[config.mk]
export PLATFORM = sky130hd
export DESIGN_NAME = pcd_pin_override
export DESIGN_NICKNAME = d
export VERILOG_FILES = /design/src/hdl/pcd_spike_filter.v /design/src/hdl/pcd_pin_override.v
export VERILOG_INCLUDE_DIRS = /design/src /design/src/pkg
export SDC_FILE = /design/constraint.sdc
export NUM_CORES = 1
export LEC_CHECK = 0
export ABC_CLOCK_PERIOD_IN_PS = 2000
export BUFFER_PORTS_ARGS = -buffer_cell sky130_fd_sc_hd__clkbuf_2
export CAP_MARGIN = 20
export CORE_UTILIZATION = 48
export DETAILED_ROUTE_END_ITERATION = 12
export PLACE_DENSITY = 0.84
export SYNTH_ARGS = -nofsm -noshare
export SYNTH_HDL_FRONTEND = slang
export SYNTH_HIERARCHICAL = 1
export SYNTH_SLANG_ARGS = --single-unit
[constraint.sdc]
create_clock -name clk_in -period 2 [get_ports clk_in]
set_clock_uncertainty 0.05 [all_clocks]
set_input_delay 0.2 -clock clk_in [delete_from_list [all_inputs] [get_ports clk_in]]
set_output_delay 0.2 -clock clk_in [all_outputs]
set_load 0.02 [all_outputs]
[src/pkg/pcd_regs.vh]
/*
 * pcd_regs.vh: pin positions, reset values and timing counts for the
 * port c / port d alternate-function override block.
 * assumes it is included by bare name from the design files only.
 */
`ifndef PCD_REGS_VH
`define PCD_REGS_VH

// port c pin positions
`define PCD_PC_SCL 0
`define PCD_PC_SDA 1
`define PCD_PC_TCK 2
`define PCD_PC_TMS 3
`define PCD_PC_TDO 4
`define PCD_PC_TDI 5

// port d pin positions
`define PCD_PD_RXD 0
`define PCD_PD_TXD 1
`define PCD_PD_IRQ0 2
`define PCD_PD_IRQ1 3
`define PCD_PD_CMP1B 4
`define PCD_PD_CMP1A 5
`define PCD_PD_CAPT 6
`define PCD_PD_CMP2 7

// reset values of every registered pin-side output
`define PCD_RST_BYTE 8'h00

// timing: clock period and spike filter width, both in ns
`define PCD_CLK_PERIOD_NS 100
`define PCD_SPIKE_NS 50
// least time, rounded up to whole cycles, one or more for any nonzero width
`define PCD_SPIKE_CYC ((`PCD_SPIKE_NS + `PCD_CLK_PERIOD_NS - 1) / \
    `PCD_CLK_PERIOD_NS)

`endif

[src/hdl/pcd_spike_filter.v]
/*
 * pcd_spike_filter: passes a level only after it has held steady for
 * STABLE_CYCLES clocks, so shorter pulses never reach the output.
 * assumes its input is already synchronised to clk_in.
 */
`timescale 1ns/1ps
module pcd_spike_filter #(
    parameter STABLE_CYCLES = 1,
    parameter CNT_W = 4
)
(
    input wire clk_in,
    input wire reset_in,
    input wire level_in,
    output reg level_out
);

reg [CNT_W-1:0] stable_cnt_reg;

// count cycles the input differs from the output; take it once long enough
always @(posedge clk_in)
begin
    if (reset_in)
    begin
        stable_cnt_reg <= {CNT_W{1'b0}};
        level_out <= 1'b1;   // bus lines idle high
    end
    else if (level_in == level_out)
    begin
        stable_cnt_reg <= {CNT_W{1'b0}};
    end
    else if (stable_cnt_reg >= STABLE_CYCLES[CNT_W-1:0] - 1'b1)
    begin
        stable_cnt_reg <= {CNT_W{1'b0}};
        level_out <= level_in;
    end
    else
    begin
        stable_cnt_reg <= stable_cnt_reg + 1'b1;
    end
end

endmodule // pcd_spike_filter

[src/hdl/pcd_pin_override.v]
/*
 * pcd_pin_override: alternate-function override logic for ports c and d.
 * merges port register values with the pull-up, direction, output value
 * and input enable overrides of test port, two-wire, timer, interrupt and
 * serial functions, and routes pin inputs back to those functions.
 * assumes port registers and peripheral signals come from logic on clk_in
 * and pin inputs arrive asynchronously from the pads.
 */
`timescale 1ns/1ps
`include "pcd_regs.vh"

module pcd_pin_override #(
    parameter SPIKE_CYCLES = `PCD_SPIKE_CYC
)
(
    input wire clk_in,
    input wire reset_in,
    input wire global_pullup_disable_in,
    input wire [7:0] portc_value_in,
    input wire [7:0] portc_direction_in,
    input wire [7:0] portd_value_in,
    input wire [7:0] portd_direction_in,
    input wire [7:0] portc_pad_in,
    input wire [7:0] portd_pad_in,
    input wire test_iface_enable_in,
    input wire instr_shift_state_in,
    input wire data_shift_state_in,
    input wire test_shift_data_in,
    input wire two_wire_enable_in,
    input wire two_wire_sda_drive_in,
    input wire two_wire_scl_drive_in,
    input wire timer2_compare_enable_in,
    input wire timer2_compare_in,
    input wire timer1_compare_a_enable_in,
    input wire timer1_compare_a_in,
    input wire timer1_compare_b_enable_in,
    input wire timer1_compare_b_in,
    input wire ext_irq_zero_enable_in,
    input wire ext_irq_one_enable_in,
    input wire serial_tx_enable_in,
    input wire serial_tx_data_in,
    input wire serial_rx_enable_in,
    output reg [7:0] portc_pad_out,
    output reg [7:0] portc_pad_oe_out,
    output reg [7:0] portc_pullup_out,
    output reg [7:0] portc_input_en_out,
    output reg [7:0] portd_pad_out,
    output reg [7:0] portd_pad_oe_out,
    output reg [7:0] portd_pullup_out,
    output reg [7:0] portd_input_en_out,
    output reg [7:0] portc_pin_value_out,
    output reg [7:0] portd_pin_value_out,
    output reg test_data_in_out,
    output reg test_mode_select_out,
    output reg test_clock_out,
    output reg two_wire_sda_out,
    output reg two_wire_scl_out,
    output reg timer1_capture_out,
    output reg ext_irq_zero_out,
    output reg ext_irq_one_out,
    output reg serial_rx_data_out
);

// picks the override value when its enable is set, else the port value
function pick;
    input ovr_en;
    input ovr_val;
    input port_val;
    begin
        pick = ovr_en ? ovr_val : port_val;
    end
endfunction

// override vectors, one bit per pin
reg [7:0] pc_pu_oe, pc_pu_ov, pc_dd_oe, pc_dd_ov;
reg [7:0] pc_pv_oe, pc_pv_ov, pc_die_oe, pc_die_ov;
reg [7:0] pd_pu_oe, pd_pu_ov, pd_dd_oe, pd_dd_ov;
reg [7:0] pd_pv_oe, pd_pv_ov, pd_die_oe, pd_die_ov;

// merged per-pin controls
wire [7:0] pc_pullup_next;
wire [7:0] pc_dir_next;
wire [7:0] pc_val_next;
wire [7:0] pc_die_next;
wire [7:0] pd_pullup_next;
wire [7:0] pd_dir_next;
wire [7:0] pd_val_next;
wire [7:0] pd_die_next;

// pad synchronisers: stage one is read only by stage two
reg [7:0] pc_sync1_reg;
reg [7:0] pc_sync2_reg;
reg [7:0] pd_sync1_reg;
reg [7:0] pd_sync2_reg;

wire sda_filt;
wire scl_filt;
wire test_shifting;

assign test_shifting = instr_shift_state_in | data_shift_state_in;

// port c override table; bits 7:6 carry no function here
always @*
begin
    pc_pu_oe = 8'h00;
    pc_pu_ov = 8'h00;
    pc_dd_oe = 8'h00;
    pc_dd_ov = 8'h00;
    pc_pv_oe = 8'h00;
    pc_pv_ov = 8'h00;
    pc_die_oe = 8'h00;
    pc_die_ov = 8'h00;
    // test data input: pull-up on, input, port input off
    pc_pu_oe[`PCD_PC_TDI] = test_iface_enable_in;
    pc_pu_ov[`PCD_PC_TDI] = 1'b1;
    pc_dd_oe[`PCD_PC_TDI] = test_iface_enable_in;
    pc_die_oe[`PCD_PC_TDI] = test_iface_enable_in;
    // test data output: floats outside the shift states
    pc_pu_oe[`PCD_PC_TDO] = test_iface_enable_in;
    pc_dd_oe[`PCD_PC_TDO] = test_iface_enable_in;
    pc_dd_ov[`PCD_PC_TDO] = test_shifting;
    pc_pv_oe[`PCD_PC_TDO] = test_iface_enable_in;
    pc_pv_ov[`PCD_PC_TDO] = test_shift_data_in;
    pc_die_oe[`PCD_PC_TDO] = test_iface_enable_in;
    // test mode select
    pc_pu_oe[`PCD_PC_TMS] = test_iface_enable_in;
    pc_pu_ov[`PCD_PC_TMS] = 1'b1;
    pc_dd_oe[`PCD_PC_TMS] = test_iface_enable_in;
    pc_die_oe[`PCD_PC_TMS] = test_iface_enable_in;
    // test clock
    pc_pu_oe[`PCD_PC_TCK] = test_iface_enable_in;
    pc_pu_ov[`PCD_PC_TCK] = 1'b1;
    pc_dd_oe[`PCD_PC_TCK] = test_iface_enable_in;
    pc_die_oe[`PCD_PC_TCK] = test_iface_enable_in;
    // two-wire data: open drain, the drive request turns the pin on low
    pc_pu_oe[`PCD_PC_SDA] = two_wire_enable_in;
    pc_pu_ov[`PCD_PC_SDA] = portc_value_in[`PCD_PC_SDA];
    pc_dd_oe[`PCD_PC_SDA] = two_wire_enable_in;
    pc_dd_ov[`PCD_PC_SDA] = two_wire_sda_drive_in;
    pc_pv_oe[`PCD_PC_SDA] = two_wire_enable_in;
    // two-wire clock: same open-drain scheme
    pc_pu_oe[`PCD_PC_SCL] = two_wire_enable_in;
    pc_pu_ov[`PCD_PC_SCL] = portc_value_in[`PCD_PC_SCL];
    pc_dd_oe[`PCD_PC_SCL] = two_wire_enable_in;
    pc_dd_ov[`PCD_PC_SCL] = two_wire_scl_drive_in;
    pc_pv_oe[`PCD_PC_SCL] = two_wire_enable_in;
end

// port d override table; bit 6 has none, capture reads the plain input
always @*
begin
    pd_pu_oe = 8'h00;
    pd_pu_ov = 8'h00;
    pd_dd_oe = 8'h00;
    pd_dd_ov = 8'h00;
    pd_pv_oe = 8'h00;
    pd_pv_ov = 8'h00;
    pd_die_oe = 8'h00;
    pd_die_ov = 8'h00;
    // compare outputs replace the value only; software owns direction
    pd_pv_oe[`PCD_PD_CMP2] = timer2_compare_enable_in;
    pd_pv_ov[`PCD_PD_CMP2] = timer2_compare_in;
    pd_pv_oe[`PCD_PD_CMP1A] = timer1_compare_a_enable_in;
    pd_pv_ov[`PCD_PD_CMP1A] = timer1_compare_a_in;
    pd_pv_oe[`PCD_PD_CMP1B] = timer1_compare_b_enable_in;
    pd_pv_ov[`PCD_PD_CMP1B] = timer1_compare_b_in;
    // interrupt pins keep their input path alive
    pd_die_oe[`PCD_PD_IRQ1] = ext_irq_one_enable_in;
    pd_die_ov[`PCD_PD_IRQ1] = 1'b1;
    pd_die_oe[`PCD_PD_IRQ0] = ext_irq_zero_enable_in;
    pd_die_ov[`PCD_PD_IRQ0] = 1'b1;
    // transmit: forced output, pull-up off
    pd_pu_oe[`PCD_PD_TXD] = serial_tx_enable_in;
    pd_dd_oe[`PCD_PD_TXD] = serial_tx_enable_in;
    pd_dd_ov[`PCD_PD_TXD] = 1'b1;
    pd_pv_oe[`PCD_PD_TXD] = serial_tx_enable_in;
    pd_pv_ov[`PCD_PD_TXD] = serial_tx_data_in;
    // receive: forced input, pull-up still from the port bit
    pd_pu_oe[`PCD_PD_RXD] = serial_rx_enable_in;
    pd_pu_ov[`PCD_PD_RXD] = portd_value_in[`PCD_PD_RXD];
    pd_dd_oe[`PCD_PD_RXD] = serial_rx_enable_in;
end

// per-pin merge; a normal pull-up needs value one on an input pin
genvar gi;
generate
    for (gi = 0; gi < 8; gi = gi + 1)
    begin : g_pin
        assign pc_pullup_next[gi] = ~global_pullup_disable_in &
            pick(pc_pu_oe[gi], pc_pu_ov[gi],
                 portc_value_in[gi] & ~portc_direction_in[gi]);
        assign pc_dir_next[gi] = pick(pc_dd_oe[gi], pc_dd_ov[gi],
            portc_direction_in[gi]);
        assign pc_val_next[gi] = pick(pc_pv_oe[gi], pc_pv_ov[gi],
            portc_value_in[gi]);
        assign pc_die_next[gi] = pick(pc_die_oe[gi], pc_die_ov[gi], 1'b1);
        assign pd_pullup_next[gi] = ~global_pullup_disable_in &
            pick(pd_pu_oe[gi], pd_pu_ov[gi],
                 portd_value_in[gi] & ~portd_direction_in[gi]);
        assign pd_dir_next[gi] = pick(pd_dd_oe[gi], pd_dd_ov[gi],
            portd_direction_in[gi]);
        assign pd_val_next[gi] = pick(pd_pv_oe[gi], pd_pv_ov[gi],
            portd_value_in[gi]);
        assign pd_die_next[gi] = pick(pd_die_oe[gi], pd_die_ov[gi], 1'b1);
    end
endgenerate

// two flops on every pad input before any logic sees it
always @(posedge clk_in)
begin
    if (reset_in)
    begin
        pc_sync1_reg <= `PCD_RST_BYTE;
        pc_sync2_reg <= `PCD_RST_BYTE;
        pd_sync1_reg <= `PCD_RST_BYTE;
        pd_sync2_reg <= `PCD_RST_BYTE;
    end
    else
    begin
        pc_sync1_reg <= portc_pad_in;
        pc_sync2_reg <= pc_sync1_reg;
        pd_sync1_reg <= portd_pad_in;
        pd_sync2_reg <= pd_sync1_reg;
    end
end

// spike filters sit between the pads and the two-wire logic
pcd_spike_filter #(
    .STABLE_CYCLES(SPIKE_CYCLES),
    .CNT_W(4)
) u_sda_filter (
    .clk_in(clk_in),
    .reset_in(reset_in),
    .level_in(pc_sync2_reg[`PCD_PC_SDA]),
    .level_out(sda_filt)
);

pcd_spike_filter #(
    .STABLE_CYCLES(SPIKE_CYCLES),
    .CNT_W(4)
) u_scl_filter (
    .clk_in(clk_in),
    .reset_in(reset_in),
    .level_in(pc_sync2_reg[`PCD_PC_SCL]),
    .level_out(scl_filt)
);

// pad controls registered so every output comes from a flop
always @(posedge clk_in)
begin
    if (reset_in)
    begin
        portc_pad_out <= `PCD_RST_BYTE;
        portc_pad_oe_out <= `PCD_RST_BYTE;
        portc_pullup_out <= `PCD_RST_BYTE;
        portc_input_en_out <= `PCD_RST_BYTE;
        portd_pad_out <= `PCD_RST_BYTE;
        portd_pad_oe_out <= `PCD_RST_BYTE;
        portd_pullup_out <= `PCD_RST_BYTE;
        portd_input_en_out <= `PCD_RST_BYTE;
    end
    else
    begin
        portc_pad_out <= pc_val_next;
        portc_pad_oe_out <= pc_dir_next;
        portc_pullup_out <= pc_pullup_next;
        portc_input_en_out <= pc_die_next;
        portd_pad_out <= pd_val_next;
        portd_pad_oe_out <= pd_dir_next;
        portd_pullup_out <= pd_pullup_next;
        portd_input_en_out <= pd_die_next;
    end
end

// inputs back to the port readback and the functions; a disabled
// digital input reads zero except at the test logic inputs, so a floating pad cannot toggle other logic
always @(posedge clk_in)
begin
    if (reset_in)
    begin
        portc_pin_value_out <= `PCD_RST_BYTE;
        portd_pin_value_out <= `PCD_RST_BYTE;
        test_data_in_out <= 1'b0;
        test_mode_select_out <= 1'b0;
        test_clock_out <= 1'b0;
        two_wire_sda_out <= 1'b1;
        two_wire_scl_out <= 1'b1;
        timer1_capture_out <= 1'b0;
        ext_irq_zero_out <= 1'b0;
        ext_irq_one_out <= 1'b0;
        serial_rx_data_out <= 1'b1;
    end
    else
    begin
        portc_pin_value_out <= pc_sync2_reg & pc_die_next;
        portd_pin_value_out <= pd_sync2_reg & pd_die_next;
        // test pins reach the test logic straight from the synchroniser, not gated by the input enable
        test_data_in_out <= test_iface_enable_in &
            pc_sync2_reg[`PCD_PC_TDI];
        test_mode_select_out <= test_iface_enable_in &
            pc_sync2_reg[`PCD_PC_TMS];
        // sampled level only: the test logic clocks from this copy
        test_clock_out <= test_iface_enable_in &
            pc_sync2_reg[`PCD_PC_TCK];
        two_wire_sda_out <= sda_filt;
        two_wire_scl_out <= scl_filt;
        timer1_capture_out <= pd_sync2_reg[`PCD_PD_CAPT] &
            pd_die_next[`PCD_PD_CAPT];
        ext_irq_zero_out <= pd_sync2_reg[`PCD_PD_IRQ0] &
            pd_die_next[`PCD_PD_IRQ0];
        ext_irq_one_out <= pd_sync2_reg[`PCD_PD_IRQ1] &
            pd_die_next[`PCD_PD_IRQ1];
        // receiver idles high when disabled
        serial_rx_data_out <= serial_rx_enable_in ?
            pd_sync2_reg[`PCD_PD_RXD] : 1'b1;
    end
end

endmodule // pcd_pin_override

# After elaboration in Yosys (flattened, before gate mapping)
# Index checks and enable logic that the tools add are counted.
[op_classes]
n_bitwise = 57
eq_ne = 2
order_cmp = 2
addsub = 2
n_mux = 20
reduce_logical = 8
[ops]
columns = ["operator", "count"]
rows = [
  ["bitwise AND 1 bit", 35],
  ["NOT 1 bit", 20],
  ["two-way mux 1 bit", 18],
  ["two-way mux 8 bit", 2],
  ["adder 4 x 1 -> 4 bit, second input constant", 2],
  ["bitwise AND 8 bit", 1],
  [">= comparator 4 x 1 -> 1 bit, second input constant", 2],
  ["OR reduction 2 bit", 4],
  ["OR reduction 3 bit", 2],
  ["AND reduction 2 bit", 2],
  ["== test 1 bit", 2],
  ["bitwise OR 1 bit", 1],
]
[totals]
word_cells = 122
output_inout_bits = 89
register_bits = 128

# Longest topological paths before layout
# Gate-level depths: netlist of run 1.
[depth]
depth_word = 4
mapped_depth = 3
mapped_depth_nobuf = 2

# Cells and area by module
# The synthesis of run 1 kept the hierarchy.
[modules_own_cells]
columns = ["mod", "cells_each", "area_each_um2", "seq_area_each_um2", "instances"]
rows = [
  ["pcd_pin_override", 256, 3065.4, 2082.0, 1],
  ["pcd_spike_filter", 2, 26.3, 20.0, 2],
]

# Worst setup path before layout of run 1
# Ideal clock, no wire load.
[synth_path]
path_kind = "register to output"
start = "reg portc_input_en_out[6] (netlist name)"
end = "out portc_input_en_out[1]"
t_arrival_ps = 799
slack_ps = 951
stages_incl_launch_ff = 2
required_ps = 1750
n_path_buf = 1
path_cell_list = "dfxtp_1 buf_4"
[synth_lines]
columns = ["element", "line", "rtl"]
rows = [
  ["to (decl)", "pcd_pin_override.v:46", "output reg [7:0] portc_input_en_out,"],
]

==> results of run 1 <==
==> final timing paths <==
path	startpoint	to	slack, ns	depth (start not counted)
max	portc_input_en_out[6]$_DFF_P_	portd_input_en_out[7]	0.65	1
min	portc_direction_in[2]	portc_pad_oe_out[2]$_SDFF_PP0_	0.01	2
max reg2reg	u_sda_filter/level_out$_SDFFE_PP1P_	two_wire_sda_out$_SDFF_PP1_	1.26	1
min reg2reg	u_scl_filter/level_out$_SDFFE_PP1P_	two_wire_scl_out$_SDFF_PP1_	0.36	1
==> logic make-up after synthesis <==
family | Yosys count | share of synthesized area (%)
mux | 5 | 1.605
flops | 106 | 68.06
buf+inv | 29 | 5.979
compound gates | 6 | 1.043
simple gates | 114 | 23.31
==> per-layer routing <==
layer	vias up	global-route usage [%]
met5	-	0
met4	0	7.759
met3	9	5.824
met2	91	35.21
met1	972	17.79
li1	1114	-
==> layout by cell type, fill, tap and decap left out, drive strengths merged <==
cell type,synthesis,layout
clkbuf,5,165
dfxtp,106,106
nor2b,61,61
dlygate4sd3,0,20
nor2,14,14
and2,10,10
nor3b,10,10
nand2b,6,6
mux2i,5,5
a21oi,5,5
and3,5,5
or2,5,5
inv,3,4
clkinv,0,3
buf,21,3
nand2,2,2
clkinvlp,0,2
a211oi,1,1
nand3,1,1
==> power breakdown <==
| part | internal (mW) | switching (mW) |
|---|---|---|
| clock network | 0.498 | 0.700 |
| logic | 0.178 | 0.218 |
| registers | 2.20 | 0.0260 |
| total | 2.88 | 0.944 |
==> final cells by class <==
type                            count  area, um^2
Clock buffer                       10       137.6
Timing Repair Buffer              178       998.5
Tap cell                           75       93.84
Multi-Input combinational cell    125       809.5
Clock inverter                      6       50.05
Sequential cell                   106        2122
Fill cell                         470        1873
Inverter                            3       11.26
==> impl_metrics.ini, run 1 <==
[outcome]
status = completed

[synth]
yosys-top-cells-area = dfxtp_1, nor2b_1, buf_4
synth_area_um2 = 3118
synth_seq_cells = 106
async_flop_share_pct = 0
synth_top_area_share_pct = 68.06
synth.net_count = 329
synth_top_area_cell = dfxtp_1
synth_flop_cell = dfxtp_1
ys_top_cells_by_count = dfxtp_1, nor2b_1, buf_4
netlist_instances = 260
synth-edff-count = 0
yosysUniqueCellTypes = 21
yosysSeqAreaShare_pct = 68.06
synth_area_per_cell_um2 = 11.99
synth.most_common_cell = dfxtp_1
yosys_warnings = 6

[pwr]
p_total_mw = 3.821
ir_worst_vdd_uv = 744.7
p_per_area_nw_per_um2 = 904.8
p_leak_nw = 2.056

[global_route]
grt_max_degree = 43
grtUsageTotal_pct = 18.31
first_global_vias = 2047
grt_pass1_wl_mm = 8.921
grt.overflow.total = 0
antenna_found_initial = 0

[worst_setup_path]
cp_top_family = flip-flops
cp_slowest_cell = dfxtp_1
path_max_fanout = 12
start_kind = flip-flop
critical_path_class = reg2out
arrival_ns = 1.10
crit_chain = clkbuf_2
crit_buf_inv = 1
end_kind = output port
slowest_delay_ns = 0.52
required_ns = 1.75

[cells_and_area]
final_layout_size_suffix_gt1_share_pct = 42.99
post-route-util_pct = 69.27
fin_area_um2 = 4223
nets = 492
syn_to_final_growth_pct = 35.43
n_antenna_cell = 0
final_cell_count_no_fill = 503

[place]
gp_congestion = 0.6802
place_ws_ns = 0.6929
dpl.cell_count = 467
placed_area_um2 = 3835
numPortBuffers = 155
hpwl_mm = 4.326

[drt]
vias_per_cell = 4.346
drtAntennaViolNets = 0
drt_iter0_drc = 51
wl_per_cell_um = 12.15
dr.max_layer_used = met4
dr_total_vias = 2186
drt-met1-wl_mm = 2.302
wl_met3_um = 475
routed_wl_mm = 6.113
dr.pass1.iters = 4
wl_met2_mm = 3.239
remaining_drc_errors = 0

[clock_tree]
post_cts_resized = 0
cts_made_buffers = 9
cts_htree_levels = 3
cts_root_buffer = clkbuf_8
cts_sinks = 106
cts_tree = yes
clk_latency_ns = 0.35
path_clk_slew_ns = 0.10
cts_setup_buffers = 0
holdBufCountCts = 19
cts_buffer_depth = 2

[sta]
tightest_slew_ns = 0.5924
hold_violations = 0
grt_setup_unrepaired = no
slew_headroom_pct = 60.50
final.setup.worst_slack_ns = 0.6511
period_minus_slack_ns = 1.349
hold_ws_ns = 0.01082
drv_slew = 0
max_freq_ghz = 0.7413
finalCritPeriodShare_pct = 67.44
fin_setup_tns_ns = 0
final-setup-viol-count = 0

[min_path]
hold_class = in2reg

[floorplan]
dieWidth_um = 82.60
die_h_um = 82.60
die_area_um2 = 6822
io_pins = 158
rows = 28
coreArea_um2 = 6096
start_util_pct = 51.15

[run]
cap_violations = 0
No activity file was read; power rests on OpenSTA's default activity.
==> run 2, diff against run 1 <==
ABC_CLOCK_PERIOD_IN_PS = 1150   (was 2000)
CORE_UTILIZATION = 40   (was 48)
PLACE_DENSITY = 0.74   (was 0.84)
clock period = 1.15 ns   (was 2 ns; I/O delays follow)
==> impl_metrics.ini, run 2 (synthesis results as in run 1) <==
[place]
hpwl_mm = 4.474
gp_congestion = 0.7088
place_ws_ns = 0.08523
numPortBuffers = 155

[clock_tree]
path_clk_slew_ns = 0.10
cts_made_buffers = 9
cts_htree_levels = 3
cts_root_buffer = clkbuf_8
cts_buffer_depth = 2
cts_sinks = 106
cts_tree = yes
clk_latency_ns = 0.35

[min_path]
hold_class = in2reg

[global_route]
grt_util_met2_pct = 32.70
antenna_found_initial = 0
grt_util_met1_pct = 16.91
grtUsageTotal_pct = 17.65
grt.busiest_layer = met2
grt.overflow.total = 0
grt_max_degree = 48
first_global_vias = 2461
grt_util_met3_pct = 5.387
grt_pass1_wl_mm = 11.00

[drt]
wl_per_cell_um = 12.50
routed_wl_mm = 7.126
dr.pass1.iters = 4
dr_total_vias = 2410
remaining_drc_errors = 0
vias_per_cell = 4.228
drtAntennaViolNets = 0
drt_iter0_drc = 21

[cells_and_area]
multi_input_area_um2 = 809.5
layout_common_cells = clkbuf_2, dfxtp_1, nor2b_1, dlygate4sd3_1, nor2_1
n_antenna_cell = 0
nFillCells = 612
final_layout_size_suffix_gt1_share_pct = 39.70
seq_area_um2 = 2127
post-route-util_pct = 63.52
layout_commonest_cell = clkbuf_2
nets = 535
syn_to_final_growth_pct = 50.92

[sta]
final.setup.worst_slack_ns = 0.04919
fin_setup_tns_ns = 0
hold_violations = 0
finalCritPeriodShare_pct = 95.72
slew_headroom_pct = 83.97
final-setup-viol-count = 0
tightest_slew_ns = 0.2395
max_freq_ghz = 0.9084
grt_setup_unrepaired = yes
hold_ws_ns = 0.03511
drv_slew = 0
period_minus_slack_ns = 1.101

[floorplan]
rows = 31
io_pins = 158
die_area_um2 = 8152
dieWidth_um = 90.29
start_util_pct = 42.09
die_h_um = 90.29
coreArea_um2 = 7408

[pwr]
p_per_area_nw_per_um2 = 1446
ir_worst_vdd_uv = 809.6
p_leak_nw = 2.252
p_total_mw = 6.807

[outcome]
status = completed

[worst_setup_path]
required_ns = 0.99
critical_path_class = reg2out
crit_chain = clkbuf_2
cp_slowest_cell = dfxtp_4
slowest_delay_ns = 0.41
path_max_fanout = 12
end_kind = output port
crit_buf_inv = 1
start_kind = flip-flop
arrival_ns = 0.94
cp_top_family = flip-flops

[run]
cap_violations = 0
==> run 2: changes by cell type in the layout (fill, tap and decap cells not counted), moves of 2 or more <==
cell / delta
dfxtp_1: -2
dlygate4sd3_1: +41
clkinvlp_4: -2
inv_6: +2
buf_2: +4
buf_12: +2
clkbuf_2: -4
==> run 2: what timing repair did <==
item | in CTS | in global routing
hold buffers | 61 | 0
hold endpoints to repair | 65 | 0
buffers inserted | 0 | 0
endpoints found under the setup margin | 12 | 10
gates resized for setup | 2 | 4
==> run 2: metrics by stage <==
step / cell area (um^2) / instances
finish: 4706 / 570
floorplan: 3118 / 260
global placement: 3905 / 493
detailed placement: 3905 / 493
CTS: 4705 / 570
global route: 4706 / 570
==> run 2: final cells by class <==
type	count	share of cell area, %
sequential	106	45.20
tap	99	2.632
timing repair buffer	221	30.79
clock inverter	5	0.9306
multi-input combinational	125	17.20
inverter	3	0.2393
clock buffer	11	3.005
==> run 2: routing by layer <==
layer	wire length [um]	vias to the layer above	part of all wire, %
met5	0	-	0
met4	329	0	4.6
met3	454	30	6.4
met2	3739	115	52
met1	2603	1063	37
li1	-	1202	-
==> run 2: worst paths after layout <==
| check | start | end | slack, ns | depth (start not counted) |
|---|---|---|---|---|
| setup / recovery | portc_input_en_out[6]$_DFF_P_ | portd_input_en_out[3] | 0.05 | 1 |
| hold / removal | instr_shift_state_in | portc_pad_oe_out[4]$_SDFF_PP0_ | 0.04 | 3 |
| setup reg to reg | u_sda_filter/level_out$_SDFFE_PP1P_ | two_wire_sda_out$_SDFF_PP1_ | 0.43 | 1 |
| hold reg to reg | u_scl_filter/level_out$_SDFFE_PP1P_ | two_wire_scl_out$_SDFF_PP1_ | 0.37 | 1 |
==> run 2: power by group <==
| group | leakage, nW | switching, mW | internal (mW) | total [mW] |
|---|---|---|---|---|
| logic | 1.28 | 0.416 | 0.414 | 0.829 |
| clock network | 0.0949 | 1.22 | 0.880 | 2.10 |
| registers | 0.875 | 0.0447 | 3.83 | 3.87 |
